## src/cmt_pkg.sv

```systemverilog
// Shared constants and helpers for the CAN mailbox transmit control block
package cmt_pkg;

  // ----------------------------------------------------------------
  // Register map
  // ----------------------------------------------------------------
  localparam int         ADDR_W         = 8;
  localparam logic [7:0] OFF_DIRECTION  = 8'h00;
  localparam logic [7:0] OFF_REQUEST    = 8'h04;
  localparam logic [7:0] OFF_CANCEL     = 8'h08;
  localparam logic [7:0] OFF_DONE       = 8'h0c;
  localparam logic [7:0] OFF_ABORT      = 8'h10;
  localparam logic [7:0] OFF_IRQ_STATUS = 8'h14;
  localparam logic [7:0] OFF_IRQ_MASK   = 8'h18;

  // ----------------------------------------------------------------
  // Field layout and reset values
  // ----------------------------------------------------------------
  localparam int          MAILBOXES      = 16;
  localparam int          IDX_W          = 4;
  localparam logic [15:0] MAILBOX_USED   = 16'hfffe;
  localparam logic        DIR_RSV_VALUE  = 1'b1;
  localparam logic        FLAG_RSV_VALUE = 1'b0;
  localparam logic        DIR_TRANSMIT   = 1'b0;
  localparam logic [15:0] DIRECTION_RST  = 16'h0000;
  localparam logic [15:0] VECTOR_RST     = 16'h0000;
  localparam int          IRQ_BITS       = 2;
  localparam int          IRQ_TX_DONE    = 0;
  localparam int          IRQ_ABORT      = 1;
  localparam logic [1:0]  IRQ_RST        = 2'h0;
  localparam logic [1:0]  RESP_OKAY      = 2'h0;
  localparam logic [1:0]  RESP_SLVERR    = 2'h2;

  // ----------------------------------------------------------------
  // Helpers
  // ----------------------------------------------------------------
  // Mailbox vector to register layout: 7..1 high, 15..8 low
  function automatic logic [15:0] mb_to_reg(input logic [15:0] mb, input logic rsv);
    mb_to_reg = {mb[7:1], rsv, mb[15:8]};
  endfunction : mb_to_reg

  // Register layout to mailbox vector, mailbox 0 empty
  function automatic logic [15:0] reg_to_mb(input logic [15:0] r);
    reg_to_mb = {r[7:0], r[15:9], 1'b0};
  endfunction : reg_to_mb

  // Event pulse with index to a mailbox vector
  function automatic logic [15:0] onehot(input logic hit, input logic [3:0] idx);
    onehot = hit ? ((16'h0001 << idx) & MAILBOX_USED) : 16'h0000;
  endfunction : onehot

endpackage : cmt_pkg

```

## src/cmt_tx_arbiter.sv

```systemverilog
// Fixed priority pick of the mailbox that enters bus arbitration
`timescale 1ns/1ps
module cmt_tx_arbiter #(
  parameter int N     = 16,
  parameter int IDX_W = 4
) (
  input  wire logic [N-1:0]     pending,
  output logic                  found,
  output logic [IDX_W-1:0]      index
);

  // ----------------------------------------------------------------
  // Lowest mailbox number wins
  // ----------------------------------------------------------------
  always_comb begin
    found = 1'b0;
    index = '0;
    for (int i = N - 1; i >= 0; i--) begin
      if (pending[i]) begin
        found = 1'b1;
        index = IDX_W'(i);
      end
    end
  end

endmodule : cmt_tx_arbiter

```

## src/cmt_mailbox_tx_control.sv

```systemverilog
// CAN mailbox direction and transmit control registers with AXI4-Lite access
//
// Summary of operation
// - A direction bit of 0 makes its mailbox transmit, 1 receive, and all transmit after reset.
// - Register bits 15..9 map mailboxes 7..1, bits 7..0 map mailboxes 15..8, bit 8 no mailbox.
// - Bit 8 of the direction register reads 1 always and software writes it as 1.
// - Bit 8 of request, cancel and done registers reads 0 and software writes it as 0.
// - Writing 1 to the request bit of a transmit mailbox puts it into transmit wait for bus arbitration.
// - A request bit clears when its message is sent or its cancellation completes.
// - Writing 1 to a cancel bit cancels that mailbox's waiting message.
// - A cancel bit clears together with its request, when its message is sent or its cancellation completes.
// - A done flag sets on error-free transmission and clears when software writes 1.
// - An abort flag sets on error-free cancellation and clears when software writes 1.
`timescale 1ns/1ps
module cmt_mailbox_tx_control #(
  parameter int MAILBOXES = cmt_pkg::MAILBOXES,
  parameter int IDX_W     = cmt_pkg::IDX_W
) (
  input  wire logic                      aclk,
  input  wire logic                      aresetn,
  input  wire logic [cmt_pkg::ADDR_W-1:0] s_axi_awaddr,
  input  wire logic                      s_axi_awvalid,
  output logic                           s_axi_awready,
  input  wire logic [31:0]               s_axi_wdata,
  input  wire logic [3:0]                s_axi_wstrb,
  input  wire logic                      s_axi_wvalid,
  output logic                           s_axi_wready,
  output logic [1:0]                     s_axi_bresp,
  output logic                           s_axi_bvalid,
  input  wire logic                      s_axi_bready,
  input  wire logic [cmt_pkg::ADDR_W-1:0] s_axi_araddr,
  input  wire logic                      s_axi_arvalid,
  output logic                           s_axi_arready,
  output logic [31:0]                    s_axi_rdata,
  output logic [1:0]                     s_axi_rresp,
  output logic                           s_axi_rvalid,
  input  wire logic                      s_axi_rready,
  input  wire logic                      engine_tx_done,
  input  wire logic [IDX_W-1:0]          engine_tx_done_mailbox,
  input  wire logic                      engine_cancel_done,
  input  wire logic [IDX_W-1:0]          engine_cancel_done_mailbox,
  output logic                           tx_select_valid,
  output logic [IDX_W-1:0]               tx_select_mailbox,
  output logic [MAILBOXES-1:0]           cancel_pending,
  output logic [MAILBOXES-1:0]           receive_enable,
  output logic                           irq
);

  // ----------------------------------------------------------------
  // State
  // ----------------------------------------------------------------
  logic [15:0]                  direction;
  logic [15:0]                  transmit_request;
  logic [15:0]                  transmit_cancel;
  logic [15:0]                  transmit_done_flags;
  logic [15:0]                  abort_done_flags;
  logic [cmt_pkg::IRQ_BITS-1:0] irq_status;
  logic [cmt_pkg::IRQ_BITS-1:0] irq_mask;

  logic                         aw_held;
  logic                         w_held;
  logic [cmt_pkg::ADDR_W-1:0]   aw_addr_q;
  logic [15:0]                  w_data_q;
  logic [1:0]                   w_strb_q;

  // ----------------------------------------------------------------
  // Bus handshakes
  // ----------------------------------------------------------------
  logic aw_fire;
  logic w_fire;
  logic ar_fire;
  logic wr_do;
  logic next_aw_held;
  logic next_w_held;

  assign aw_fire      = s_axi_awvalid & s_axi_awready;
  assign w_fire       = s_axi_wvalid & s_axi_wready;
  assign ar_fire      = s_axi_arvalid & s_axi_arready;
  assign wr_do        = aw_held & w_held & ~s_axi_bvalid;
  assign next_aw_held = wr_do ? 1'b0 : (aw_held | aw_fire);
  assign next_w_held  = wr_do ? 1'b0 : (w_held | w_fire);

  // ----------------------------------------------------------------
  // Write channels
  // ----------------------------------------------------------------
  always_ff @(posedge aclk) begin
    if (!aresetn) begin
      aw_held       <= 1'b0;
      w_held        <= 1'b0;
      s_axi_awready <= 1'b0;
      s_axi_wready  <= 1'b0;
      aw_addr_q     <= '0;
      w_data_q      <= 16'h0000;
      w_strb_q      <= 2'h0;
    end else begin
      aw_held       <= next_aw_held;
      w_held        <= next_w_held;
      s_axi_awready <= ~next_aw_held;
      s_axi_wready  <= ~next_w_held;
      if (aw_fire) begin
        aw_addr_q <= s_axi_awaddr;
      end
      if (w_fire) begin
        w_data_q <= s_axi_wdata[15:0];
        w_strb_q <= s_axi_wstrb[1:0];
      end
    end
  end

  // ----------------------------------------------------------------
  // Write decode
  // ----------------------------------------------------------------
  logic [15:0] byte_mask;
  logic [15:0] wr_ones_mb;
  logic [15:0] wr_mask_mb;
  logic        wr_dir;
  logic        wr_req;
  logic        wr_cancel;
  logic        wr_done;
  logic        wr_abort;
  logic        wr_imask;
  logic        wr_hit;

  assign byte_mask  = {{8{w_strb_q[1]}}, {8{w_strb_q[0]}}};
  assign wr_ones_mb = cmt_pkg::reg_to_mb(w_data_q & byte_mask);
  assign wr_mask_mb = cmt_pkg::reg_to_mb(byte_mask);
  assign wr_dir     = wr_do & (aw_addr_q == cmt_pkg::OFF_DIRECTION);
  assign wr_req     = wr_do & (aw_addr_q == cmt_pkg::OFF_REQUEST);
  assign wr_cancel  = wr_do & (aw_addr_q == cmt_pkg::OFF_CANCEL);
  assign wr_done    = wr_do & (aw_addr_q == cmt_pkg::OFF_DONE);
  assign wr_abort   = wr_do & (aw_addr_q == cmt_pkg::OFF_ABORT);
  assign wr_imask   = wr_do & (aw_addr_q == cmt_pkg::OFF_IRQ_MASK);
  assign wr_hit     = wr_dir | wr_req | wr_cancel | wr_done | wr_abort | wr_imask
                      | (wr_do & (aw_addr_q == cmt_pkg::OFF_IRQ_STATUS));

  // ----------------------------------------------------------------
  // Write response
  // ----------------------------------------------------------------
  always_ff @(posedge aclk) begin
    if (!aresetn) begin
      s_axi_bvalid <= 1'b0;
      s_axi_bresp  <= cmt_pkg::RESP_OKAY;
    end else if (wr_do) begin
      s_axi_bvalid <= 1'b1;
      s_axi_bresp  <= wr_hit ? cmt_pkg::RESP_OKAY : cmt_pkg::RESP_SLVERR;
    end else if (s_axi_bready) begin
      s_axi_bvalid <= 1'b0;
    end
  end

  // ----------------------------------------------------------------
  // Engine events
  // ----------------------------------------------------------------
  logic [15:0] sent_vec;
  logic [15:0] cancelled_vec;

  assign sent_vec      = cmt_pkg::onehot(engine_tx_done, engine_tx_done_mailbox);
  assign cancelled_vec = cmt_pkg::onehot(engine_cancel_done, engine_cancel_done_mailbox);

  // ----------------------------------------------------------------
  // Direction register
  // ----------------------------------------------------------------
  always_ff @(posedge aclk) begin
    if (!aresetn) begin
      direction <= cmt_pkg::DIRECTION_RST;
    end else if (wr_dir) begin
      direction <= ((direction & ~wr_mask_mb) | wr_ones_mb) & cmt_pkg::MAILBOX_USED;
    end
  end

  // ----------------------------------------------------------------
  // Transmit request
  // ----------------------------------------------------------------
  logic [15:0] req_set;

  // Receive mailboxes take no request; a new request wins over a clear
  assign req_set = wr_req ? (wr_ones_mb & ~direction) : 16'h0000;

  always_ff @(posedge aclk) begin
    if (!aresetn) begin
      transmit_request <= cmt_pkg::VECTOR_RST;
    end else begin
      transmit_request <= (transmit_request & ~(sent_vec | cancelled_vec)) | req_set;
    end
  end

  // ----------------------------------------------------------------
  // Transmit cancel
  // ----------------------------------------------------------------
  logic [15:0] cancel_set;

  // A request that ends in this cycle takes no new cancel
  assign cancel_set = wr_cancel ? (wr_ones_mb & transmit_request & ~(sent_vec | cancelled_vec))
                      : 16'h0000;

  always_ff @(posedge aclk) begin
    if (!aresetn) begin
      transmit_cancel <= cmt_pkg::VECTOR_RST;
    end else begin
      // Cleared together with the request it cancelled
      transmit_cancel <= (transmit_cancel & ~(cancelled_vec | sent_vec)) | cancel_set;
    end
  end

  // ----------------------------------------------------------------
  // Done and abort flags
  // ----------------------------------------------------------------
  always_ff @(posedge aclk) begin
    if (!aresetn) begin
      transmit_done_flags <= cmt_pkg::VECTOR_RST;
    end else begin
      transmit_done_flags <= (transmit_done_flags & ~(wr_done ? wr_ones_mb : 16'h0000))
                             | sent_vec;
    end
  end

  always_ff @(posedge aclk) begin
    if (!aresetn) begin
      abort_done_flags <= cmt_pkg::VECTOR_RST;
    end else begin
      abort_done_flags <= (abort_done_flags & ~(wr_abort ? wr_ones_mb : 16'h0000))
                          | cancelled_vec;
    end
  end

  // ----------------------------------------------------------------
  // Interrupt status, mask and output
  // ----------------------------------------------------------------
  logic                         rd_status;
  logic [cmt_pkg::IRQ_BITS-1:0] irq_events;

  assign rd_status  = ar_fire & (s_axi_araddr == cmt_pkg::OFF_IRQ_STATUS);
  assign irq_events = {(|cancelled_vec), (|sent_vec)};

  always_ff @(posedge aclk) begin
    if (!aresetn) begin
      irq_status <= cmt_pkg::IRQ_RST;
    end else begin
      irq_status <= (rd_status ? cmt_pkg::IRQ_RST : irq_status) | irq_events;
    end
  end

  always_ff @(posedge aclk) begin
    if (!aresetn) begin
      irq_mask <= cmt_pkg::IRQ_RST;
    end else if (wr_imask & w_strb_q[0]) begin
      irq_mask <= w_data_q[cmt_pkg::IRQ_BITS-1:0];
    end
  end

  always_ff @(posedge aclk) begin
    if (!aresetn) begin
      irq <= 1'b0;
    end else begin
      irq <= |(irq_status & irq_mask);
    end
  end

  // ----------------------------------------------------------------
  // Read decode
  // ----------------------------------------------------------------
  logic [15:0] rd_word;
  logic        rd_hit;

  always_comb begin
    rd_word = 16'h0000;
    rd_hit  = 1'b1;
    unique case (s_axi_araddr)
      cmt_pkg::OFF_DIRECTION:
        rd_word = cmt_pkg::mb_to_reg(direction, cmt_pkg::DIR_RSV_VALUE);
      cmt_pkg::OFF_REQUEST:
        rd_word = cmt_pkg::mb_to_reg(transmit_request, cmt_pkg::FLAG_RSV_VALUE);
      cmt_pkg::OFF_CANCEL:
        rd_word = cmt_pkg::mb_to_reg(transmit_cancel, cmt_pkg::FLAG_RSV_VALUE);
      cmt_pkg::OFF_DONE:
        rd_word = cmt_pkg::mb_to_reg(transmit_done_flags, cmt_pkg::FLAG_RSV_VALUE);
      cmt_pkg::OFF_ABORT:
        rd_word = cmt_pkg::mb_to_reg(abort_done_flags, cmt_pkg::FLAG_RSV_VALUE);
      cmt_pkg::OFF_IRQ_STATUS:
        rd_word = {14'h0000, irq_status};
      cmt_pkg::OFF_IRQ_MASK:
        rd_word = {14'h0000, irq_mask};
      default:
        rd_hit = 1'b0;
    endcase
  end

  // ----------------------------------------------------------------
  // Read channels
  // ----------------------------------------------------------------
  always_ff @(posedge aclk) begin
    if (!aresetn) begin
      s_axi_arready <= 1'b0;
      s_axi_rvalid  <= 1'b0;
      s_axi_rdata   <= 32'h0000_0000;
      s_axi_rresp   <= cmt_pkg::RESP_OKAY;
    end else if (ar_fire) begin
      s_axi_arready <= 1'b0;
      s_axi_rvalid  <= 1'b1;
      s_axi_rdata   <= {16'h0000, rd_word};
      s_axi_rresp   <= rd_hit ? cmt_pkg::RESP_OKAY : cmt_pkg::RESP_SLVERR;
    end else if (s_axi_rvalid & s_axi_rready) begin
      s_axi_rvalid  <= 1'b0;
      s_axi_arready <= 1'b1;
    end else if (!s_axi_rvalid) begin
      s_axi_arready <= 1'b1;
    end
  end

  // ----------------------------------------------------------------
  // Mailbox selection toward the protocol engine
  // ----------------------------------------------------------------
  logic             pick_found;
  logic [IDX_W-1:0] pick_index;
  logic [15:0]      waiting;

  assign waiting = transmit_request & ~transmit_cancel & ~direction;

  cmt_tx_arbiter #(
    .N     (MAILBOXES),
    .IDX_W (IDX_W)
  ) u_arbiter (
    .pending (waiting),
    .found   (pick_found),
    .index   (pick_index)
  );

  always_ff @(posedge aclk) begin
    if (!aresetn) begin
      tx_select_valid   <= 1'b0;
      tx_select_mailbox <= '0;
      cancel_pending    <= '0;
      receive_enable    <= '0;
    end else begin
      tx_select_valid   <= pick_found;
      tx_select_mailbox <= pick_index;
      cancel_pending    <= transmit_cancel;
      receive_enable    <= direction;
    end
  end

endmodule : cmt_mailbox_tx_control

```

## config.mk

```make
export PLATFORM = sky130hd
export DESIGN_NAME = cmt_mailbox_tx_control
export DESIGN_NICKNAME = d
export VERILOG_FILES = /design/src/cmt_pkg.sv /design/src/cmt_tx_arbiter.sv /design/src/cmt_mailbox_tx_control.sv
export SDC_FILE = /design/constraint.sdc
export NUM_CORES = 1
export LEC_CHECK = 0
export BUFFER_PORTS_ARGS = -buffer_cell sky130_fd_sc_hd__buf_2
export CAP_MARGIN = 0
export CELL_PAD_IN_SITES_DETAIL_PLACEMENT = 2
export CELL_PAD_IN_SITES_GLOBAL_PLACEMENT = 2
export CORE_UTILIZATION = 35
export DETAILED_ROUTE_END_ITERATION = 8
export PLACE_DENSITY = 0.9
export SLEW_MARGIN = 20
export SYNTH_ARGS = -nofsm -noshare
export SYNTH_HDL_FRONTEND = slang
export SYNTH_HIERARCHICAL = 1
export SYNTH_SLANG_ARGS = --single-unit
export TNS_END_PERCENT = 1
```

## constraint.sdc

```tcl
create_clock -name aclk -period 3.1 [get_ports aclk]
set_input_delay 0 -clock aclk [delete_from_list [all_inputs] [get_ports aclk]]
set_output_delay 0 -clock aclk [all_outputs]
set_load 0.05 [all_outputs]
```

Yosys cells after proc, flatten, opt, wreduce, memory -nomap -nowiden. Cells that the tools add are included.

Bits in registers: 173.

Reductions and logical operators: 13. Equality and inequality tests: 13. Mux-type cells: 50. Bitwise logic cells: 52. Shifts and indexed selects: 2.

Operators by type and width (number): $and 16x16->16 (11); $pmux 16 s7 (1); $mux 16 (6); $not 16->16 (6); $or 16x16->16 (6); $eq 8x5->1 const B (6); $eq 8x4->1 const B (4); $mux 4 (8); $reduce_or 16->1 (2); $shl 1x4->16 const A (2); $mux 1 (26); $eq 8x3->1 const B (2); $logic_not 8->1 (2); $and 1x1->1 (15); $mux 3 (4); $mux 2 (5); $reduce_or 9->1 (1); $or 1x1->1 (8); $reduce_or 7->1 (1); $reduce_or 2->1 (3); $reduce_or 5->1 (1); $not 1->1 (4); $reduce_bool 2->1 (2); $reduce_or 3->1 (1); 3 further kinds (3).

Longest topological paths before layout. Gate-level depths: netlist of run 1.

Depth after elaboration: 19. Mapped depth: 7.

Hierarchy. The synthesis of run 1 kept the hierarchy.

Modules (own cells, without submodules): cmt_mailbox_tx_control (times used 1, cells each 799, area each 6955.4 um^2, sequential area each 3303.2 um^2); cmt_tx_arbiter (times used 1, cells each 33, area each 178.9 um^2, sequential area each 0.0 um^2).

Worst setup path before layout of run 1. Ideal clock, no wire load.

Path type: register to register. Start point: register s_axi_bvalid. End point: register transmit_done_flags[11]. Required time: 2.968 ns. Arrival time: 1.901 ns. Clock period less this slack: 2.033 ns. Path buffers: 2. Cell stages (with the launch flop): 7. Slack: 1.067 ns. Setup time: 0.132 ns. Cells stage by stage: dfxtp_1 -> nand3b_1 -> or3_1 -> buf_6 -> buf_8 -> o41ai_2 -> a21oi_1.

Longest elaborated chain between the ends: 7.

Ends and longest elaborated chain: start: declaration (RTL line cmt_mailbox_tx_control.sv:29) `output logic s_axi_bvalid,`; start signal: assignment (RTL line cmt_mailbox_tx_control.sv:141) `s_axi_bvalid <= 1'b0;`; start signal: assignment (RTL line cmt_mailbox_tx_control.sv:144) `s_axi_bvalid <= 1'b1;`; start signal: assignment (RTL line cmt_mailbox_tx_control.sv:147) `s_axi_bvalid <= 1'b0;`; $not 1->1 (RTL line cmt_mailbox_tx_control.sv:79) `assign wr_do = aw_held & w_held & ~s_axi_bvalid;`; $and 1x1->1 (RTL line cmt_mailbox_tx_control.sv:79); $and 1x1->1 (RTL line cmt_mailbox_tx_control.sv:130) `assign wr_done = wr_do & (aw_addr_q == cmt_pkg::OFF_DONE);`; $mux 16 (RTL line cmt_mailbox_tx_control.sv:212) `transmit_done_flags <= (transmit_done_flags & ~(wr_done ? wr_ones_mb : 16'h0000))`; $not 16->16 (RTL line cmt_mailbox_tx_control.sv:212); $and 16x16->16 (RTL line cmt_mailbox_tx_control.sv:212); $or 16x16->16 (RTL line cmt_mailbox_tx_control.sv:213) `| sent_vec;`; end signal: assignment (RTL line cmt_mailbox_tx_control.sv:210) `transmit_done_flags <= cmt_pkg::VECTOR_RST;`; end signal: assignment (RTL line cmt_mailbox_tx_control.sv:212); end: declaration (RTL line cmt_mailbox_tx_control.sv:55) `logic [15:0] transmit_done_flags;`.

Every way passes these cells. A chain may end at the register's enable or synchronous reset.

Final worst setup path of run 1.
Start point: register aw_addr_q[5] in the netlist's numbering. End point: register transmit_done_flags[1].

Longest elaborated chain between the ends: 6.

Ends and longest elaborated chain: start: declaration (RTL line cmt_mailbox_tx_control.sv:62) `logic [cmt_pkg::ADDR_W-1:0] aw_addr_q;`; start signal: assignment (RTL line cmt_mailbox_tx_control.sv:101) `aw_addr_q <= s_axi_awaddr;`; $eq 8x4->1 (RTL line cmt_mailbox_tx_control.sv:130); $and 1x1->1 (RTL line cmt_mailbox_tx_control.sv:130); $mux 16 (RTL line cmt_mailbox_tx_control.sv:212); $not 16->16 (RTL line cmt_mailbox_tx_control.sv:212); $and 16x16->16 (RTL line cmt_mailbox_tx_control.sv:212); $or 16x16->16 (RTL line cmt_mailbox_tx_control.sv:213).

Every way passes these cells.

==> reports/qor.yml, run 1 <==
status: "complete, no violations"
vias: 7204
drt-pass1-iter-count: 5
port_buffers: 108
cts_buffer_depth: 2
layout.cells.most_common: "dfxtp_1"
fp.dieH_um: 145
grt_max_degree: 73
final_cell_mix: "dfxtp_1, nand2_1, buf_2"
required_ns: 3.40
start_util: 0.362
boundaryPins: 148
clk_pin_slew_ns: 0.07
wl_mm: 31.0
yosysSeqAreaShare: 0.463
grt-ovfl-total: 0
fin_setup_tns_ns: 0
grt_pass1_wl_mm: 46.9
finalPower_mw: 4.84
rows: 51
ir_drop_mv: 0.357
gp_congestion: 0.847
fin_skew_ns: 0.0141
synth-edff-count: 0
antennaDiodeCount: 0
die_x_um: 145
maxCapViolCount: 0
drc: 0
grt_usage: 0.307
ys.flop_type: "dfxtp_1"
viasPerCell: 5.79
slew_viol_final: 0
numClockSinks: 165
hpwl_mm: 17.7
fin_ws_ns: 0.545
cellLeakagePower_nw: 3.60
critical_path.startpoint_type: "register"
cts_setup_buffers: 0
p_per_area_nw_per_um2: 546
end_kind: "register"
rsz0062_at_grt: "false"
min_period_ns: 2.55
dieArea_um2: 21000
drive_gt1_frac: 0.182
cts_root_buf: "clkbuf_16"
hold_path.class: "in2reg"
holdWs_ns: 0.00608
grt_pass1_vias: 7853
slew_headroom: 0.351
antenna_found_initial: 0
post_cts_resized: 0
drtAntennaViolNets: 0
postSynthRegisterBits: 165
yosysWarnings: 6
clk_latency_ns: 0.45
drt_iter0_drc: 486
hold_path.startpoint: "aresetn"
synthToLayoutAreaGrowth_pct: 24.1
synthCells: 832
period_share: 0.824
setup_viol: 0
fmax_mhz: 391
fin_nets: 1035
nFillCells: 2124
cp_max_fo: 16
tightest_slew_ns: 0.974
numCtsBuffers: 17
synth-async-reset-ratio: 0
synth_cell_types: 52
report.final.hold_viol_count: 0
tritoncts: "done"
core_area_um2: 19700
cp-startpoint: "aw_addr_q[5]$_SDFFE_PN0P_"
criticalPathCategory: "reg2reg"
cts_htree_levels: 4
wire_per_inst_um: 24.9
cp.arrival_ns: 2.85
netlist_area_um2: 7130
dp_slack_ns: 0.713
avgSynthCellArea_um2: 8.57
rr_startpoint: "aw_addr_q[5]$_SDFFE_PN0P_"
[layer usage]
layer	track usage	vias to the layer above	part of all wire
met5	0	-	0
met4	0.166	0	0.041
met3	0.0734	94	0.071
met2	0.510	366	0.48
met1	0.365	3565	0.40
li1	-	3179	-
[power by group]
part | internal, mW | switching (mW)
logic | 0.127 | 0.297
registers | 2.15 | 0.0422
clock network | 1.21 | 1.01
[critical path: stages (launching register included)]
cell	delay, ns
dfxtp_1	0.32
or4_4	0.59
or3_1	0.73
o41ai_1	0.62
a21oi_1	0.14
[timing repair]
action / 4_1_cts / 5_1_grt
hold buffers: 47 / 0
endpoints found under the setup margin: 0 / 0
hold endpoints to repair: 36 / 0
[flip-flops by register name, summed over array words and instances, names as in the netlist, 8 cells and up, named ones only]
register             flops
transmit_done_flags     15
abort_done_flags        15
transmit_cancel         15
receive_enable          15
cancel_pending          15
aw_addr_q                8
w_data_q                15
transmit_request        15
s_axi_rdata             16
[per-stage QoR]
step                      utilization  cell area [um2]  std cells
after floorplan                     -             7220        854
after global placement          0.395             7790       1165
after detailed placement        0.395             7790       1165
after CTS                       0.449             8860       1244
after global routing            0.449             8860       1244
final                           0.449             8860       1244
[final timing paths]
check / slack [ns] / end / depth (start not counted)
worst max-delay path: 0.55 / transmit_done_flags[1]$_SDFF_PN0_ / 4
worst min-delay path: 0.006 / irq$_SDFF_PN0_ / 3
worst max register to register: 0.55 / transmit_done_flags[1]$_SDFF_PN0_ / 4
worst min register to register: 0.44 / s_axi_rdata[1]$_SDFFE_PN0P_ / 2
[cell families (layout without fill, tap and decap cells)]
logic type	after synthesis	in the layout	share of synthesized area
compound gates	202	202	0.183
buf+inv	82	207	0.0588
flops	165	165	0.463
mux	30	30	0.0458
other cells	1	23	0.000526
simple gates	352	352	0.249
[synth_stat cells, types with 20 or more instances]
| cell | count | share of area |
|---|---|---|
| buf_4 | 21 | 0.022 |
| dfxtp_1 | 165 | 0.46 |
| nor2_1 | 59 | 0.031 |
| nand3_1 | 27 | 0.019 |
| a31oi_1 | 25 | 0.022 |
| and3_1 | 20 | 0.018 |
| clkbuf_1 | 38 | 0.020 |
| mux2i_1 | 27 | 0.038 |
| nand2_1 | 144 | 0.076 |
| o21ai_0 | 28 | 0.020 |
| and2_1 | 34 | 0.030 |
| a21oi_1 | 66 | 0.046 |
[cell type report]
| cell class | instances | area [um2] | area share |
|---|---|---|---|
| multi-input combinational | 607 | 3500 | 0.395 |
| clock inverter | 15 | 165 | 0.0186 |
| timing repair buffer | 167 | 1100 | 0.124 |
| clock buffer | 17 | 425 | 0.0480 |
| tap | 265 | 332 | 0.0374 |
| sequential | 165 | 3300 | 0.373 |
| inverter | 8 | 30.0 | 0.00339 |
Note: power is estimated with default switching activity, not from simulation.
==> inputs of run 2 (changes only) <==
CORE_UTILIZATION = 29   (was 35)
PLACE_DENSITY = 0.8   (was 0.9)
clock period = 2.15 ns   (was 3.1 ns; I/O delays follow)
==> reports/qor.yml, run 2 (synthesis results as in run 1) <==
status: "complete, no violations"  # unchanged
cp.depth: 4  # unchanged
period_share: 0.989  # was 0.824
fin_util: 0.379  # was 0.449
min_period_ns: 2.13  # was 2.55 ns
synthToLayoutAreaGrowth_pct: 28.8  # was 24.1%
drt-pass1-iter-count: 5  # unchanged
crit_buf_inv: 0  # unchanged
p_sw_mw: 1.81  # was 1.35 mW
antennaDiodeCount: 0  # unchanged
pwr-share-seq: 0.437  # was 0.454
hpwl_mm: 18.9  # was 17.7 mm
r2r_slack_ns: 0.02  # was 0.55 ns
fin_nets: 1053  # was 1,035
min_path_cells: 3  # unchanged
slew_headroom: 0.371  # was 0.351
die_x_um: 159  # was 145 um
grt-ovfl-total: 0  # unchanged
cts_htree_levels: 4  # unchanged
rows: 57  # was 51
setup_viol: 0  # unchanged
report.final.hold_viol_count: 0  # unchanged
clk_pin_slew_ns: 0.08  # was 0.07 ns
tritoncts: "done"  # unchanged
ir_drop_mv: 0.493  # was 0.357 mV
drc: 0  # unchanged
largest-register: "s_axi_rdata"  # unchanged
drive_gt1_frac: 0.200  # was 0.182
crit_chain: "or4_4 > or4_4 > o21ai_0 > a21oi_1"  # was or4_4 > or3_1 > o41ai_1 > a21oi_1
drtAntennaViolNets: 0  # unchanged
grt_usage: 0.231  # was 0.307
multi_input_area_um2: 3530  # was 3500 um2
fin_skew_ns: 0.0147  # was 0.0141 ns
path_delay_family: "simple AND/OR/NAND/NOR gates"  # unchanged
gp_congestion: 0.866  # was 0.847
grt_pass1_vias: 7642  # was 7,853
cp_max_fo: 15  # was 16
fmax_mhz: 470  # was 391 MHz
antenna_found_initial: 0  # unchanged
cts_buffer_depth: 2  # unchanged
seq_area_um2: 3300  # unchanged
finalPower_mw: 7.24  # was 4.84 mW
numClockSinks: 165  # unchanged
holdWs_ns: 0.0258  # was 0.00608 ns
required_ns: 2.44  # was 3.40 ns
drt_iter0_drc: 399  # was 486
comb_power_share: 0.085  # was 0.088
tightest_slew_ns: 0.940  # was 0.974 ns
dieArea_um2: 25200  # was 21,000 um2
crit_slowest_cell: "or4_4"  # was or3_1
cts_setup_buffers: 0  # unchanged
switching_share: 0.250  # was 0.279
critical_path.startpoint_type: "register"  # unchanged
final_cell_mix: "dfxtp_1, nand2_1, buf_2"  # unchanged
hold_path.class: "in2reg"  # unchanged
grt_max_degree: 73  # unchanged
grt_pass1_wl_mm: 44.5  # was 46.9 mm
nFillCells: 2714  # was 2,124
cts_root_buf: "clkbuf_16"  # unchanged
worstReg2RegEnd: "abort_done_flags[10]$_SDFF_PN0_"  # was transmit_done_flags[1]$_SDFF_PN0_
pwr-share-clk: 0.478  # was 0.458
wl_mm: 28.7  # was 31.0 mm
largest_reg_flops: 16  # unchanged
wire_per_inst_um: 21.7  # was 24.9 um
cellLeakagePower_nw: 3.72  # was 3.60 nW
numCtsBuffers: 17  # unchanged
max_stage_delay_ns: 0.66  # was 0.73 ns
end_kind: "register"  # unchanged
criticalPathCategory: "reg2reg"  # unchanged
cp.arrival_ns: 2.42  # was 2.85 ns
p_per_area_nw_per_um2: 788  # was 546 nW/um2
rr_startpoint: "aw_addr_q[5]$_SDFFE_PN0P_"  # unchanged
worstHoldEndpoint: "transmit_done_flags[7]$_SDFF_PN0_"  # was irq$_SDFF_PN0_
start_util: 0.294  # was 0.362
fp.dieH_um: 159  # was 145 um
vias: 6965  # was 7,204
p_int_mw: 5.43  # was 3.49 mW
crit_top_cell: "or4_4"
layout.cells.most_common: "dfxtp_1"  # unchanged
clk_latency_ns: 0.45  # about the same
maxCapViolCount: 0  # unchanged
rr_worst_depth: 4  # unchanged
viasPerCell: 5.28  # was 5.79
slew_viol_final: 0  # unchanged
core_area_um2: 24200  # was 19,700 um2
port_buffers: 108  # unchanged
boundaryPins: 148  # unchanged
hold_path.startpoint: "engine_tx_done_mailbox[0]"  # was aresetn
[run 2: power by group through the flow]
stage / sequential [mW] / clock [mW] / combinational [mW]
floorplan: 3.24 / 0 / 0.353
global placement: 3.23 / 0 / 0.522
detailed placement: 3.23 / 0 / 0.536
CTS: 3.16 / 3.52 / 0.605
global route: 3.17 / 3.62 / 0.659
finish: 3.16 / 3.46 / 0.615
[run 2: per-layer routing]
| metal | track usage | up-vias | part of all wire |
|---|---|---|---|
| met5 | 0 | - | 0 |
| met4 | 0.0671 | 0 | 0.016 |
| met2 | 0.393 | 194 | 0.49 |
| li1 | - | 3210 | - |
| met1 | 0.289 | 3524 | 0.45 |
| met3 | 0.0520 | 37 | 0.048 |
[run 2: worst max-delay path by stage]
stage	startpoint	end
2_1_floorplan	s_axi_bvalid$_SDFFE_PN0P_	transmit_done_flags[11]$_SDFF_PN0_
3_3_place_gp	aw_addr_q[5]$_SDFFE_PN0P_	transmit_done_flags[4]$_SDFF_PN0_
3_5_place_dp	aw_addr_q[5]$_SDFFE_PN0P_	transmit_done_flags[1]$_SDFF_PN0_
4_1_cts	aw_addr_q[5]$_SDFFE_PN0P_	transmit_done_flags[1]$_SDFF_PN0_
5_1_grt	aw_addr_q[5]$_SDFFE_PN0P_	transmit_done_flags[2]$_SDFF_PN0_
6_report	aw_addr_q[5]$_SDFFE_PN0P_	abort_done_flags[10]$_SDFF_PN0_
[run 2: area by class of cell]
type                       instances  area share
multi-input combinational        607       0.385
sequential                       165       0.359
timing repair buffer             185       0.137
clock buffer                      20      0.0497
tap                              324      0.0441
clock inverter                    11      0.0215
inverter                           8     0.00327
[run 2: what timing repair did]
| action | in CTS | in global routing |
|---|---|---|
| endpoints found under the setup margin | 0 | 8 |
| hold buffers | 47 | 0 |
| hold endpoints to repair | 38 | 0 |
| gates resized for setup | 0 | 6 |
[run 2: stage by stage]
step,TNS (ns),cells,setup WS [ns],area [um2]
after floorplan,0,854,0.117,7220
final,0,1320,0.0234,9190
after global placement,0,1242,0.116,8030
after CTS,0,1320,0.0440,9150
after global routing,-0.0169,1320,-0.0144,9190
after detailed placement,0,1242,0.0608,8030
[run 2: worst min-delay path: cells and delay by family]
kind,cells,cell delay [ns]
and+or+nand+nor,1,0.18
AOI/OAI and AO/OA,1,0.09
buffers and inverters,1,0.16
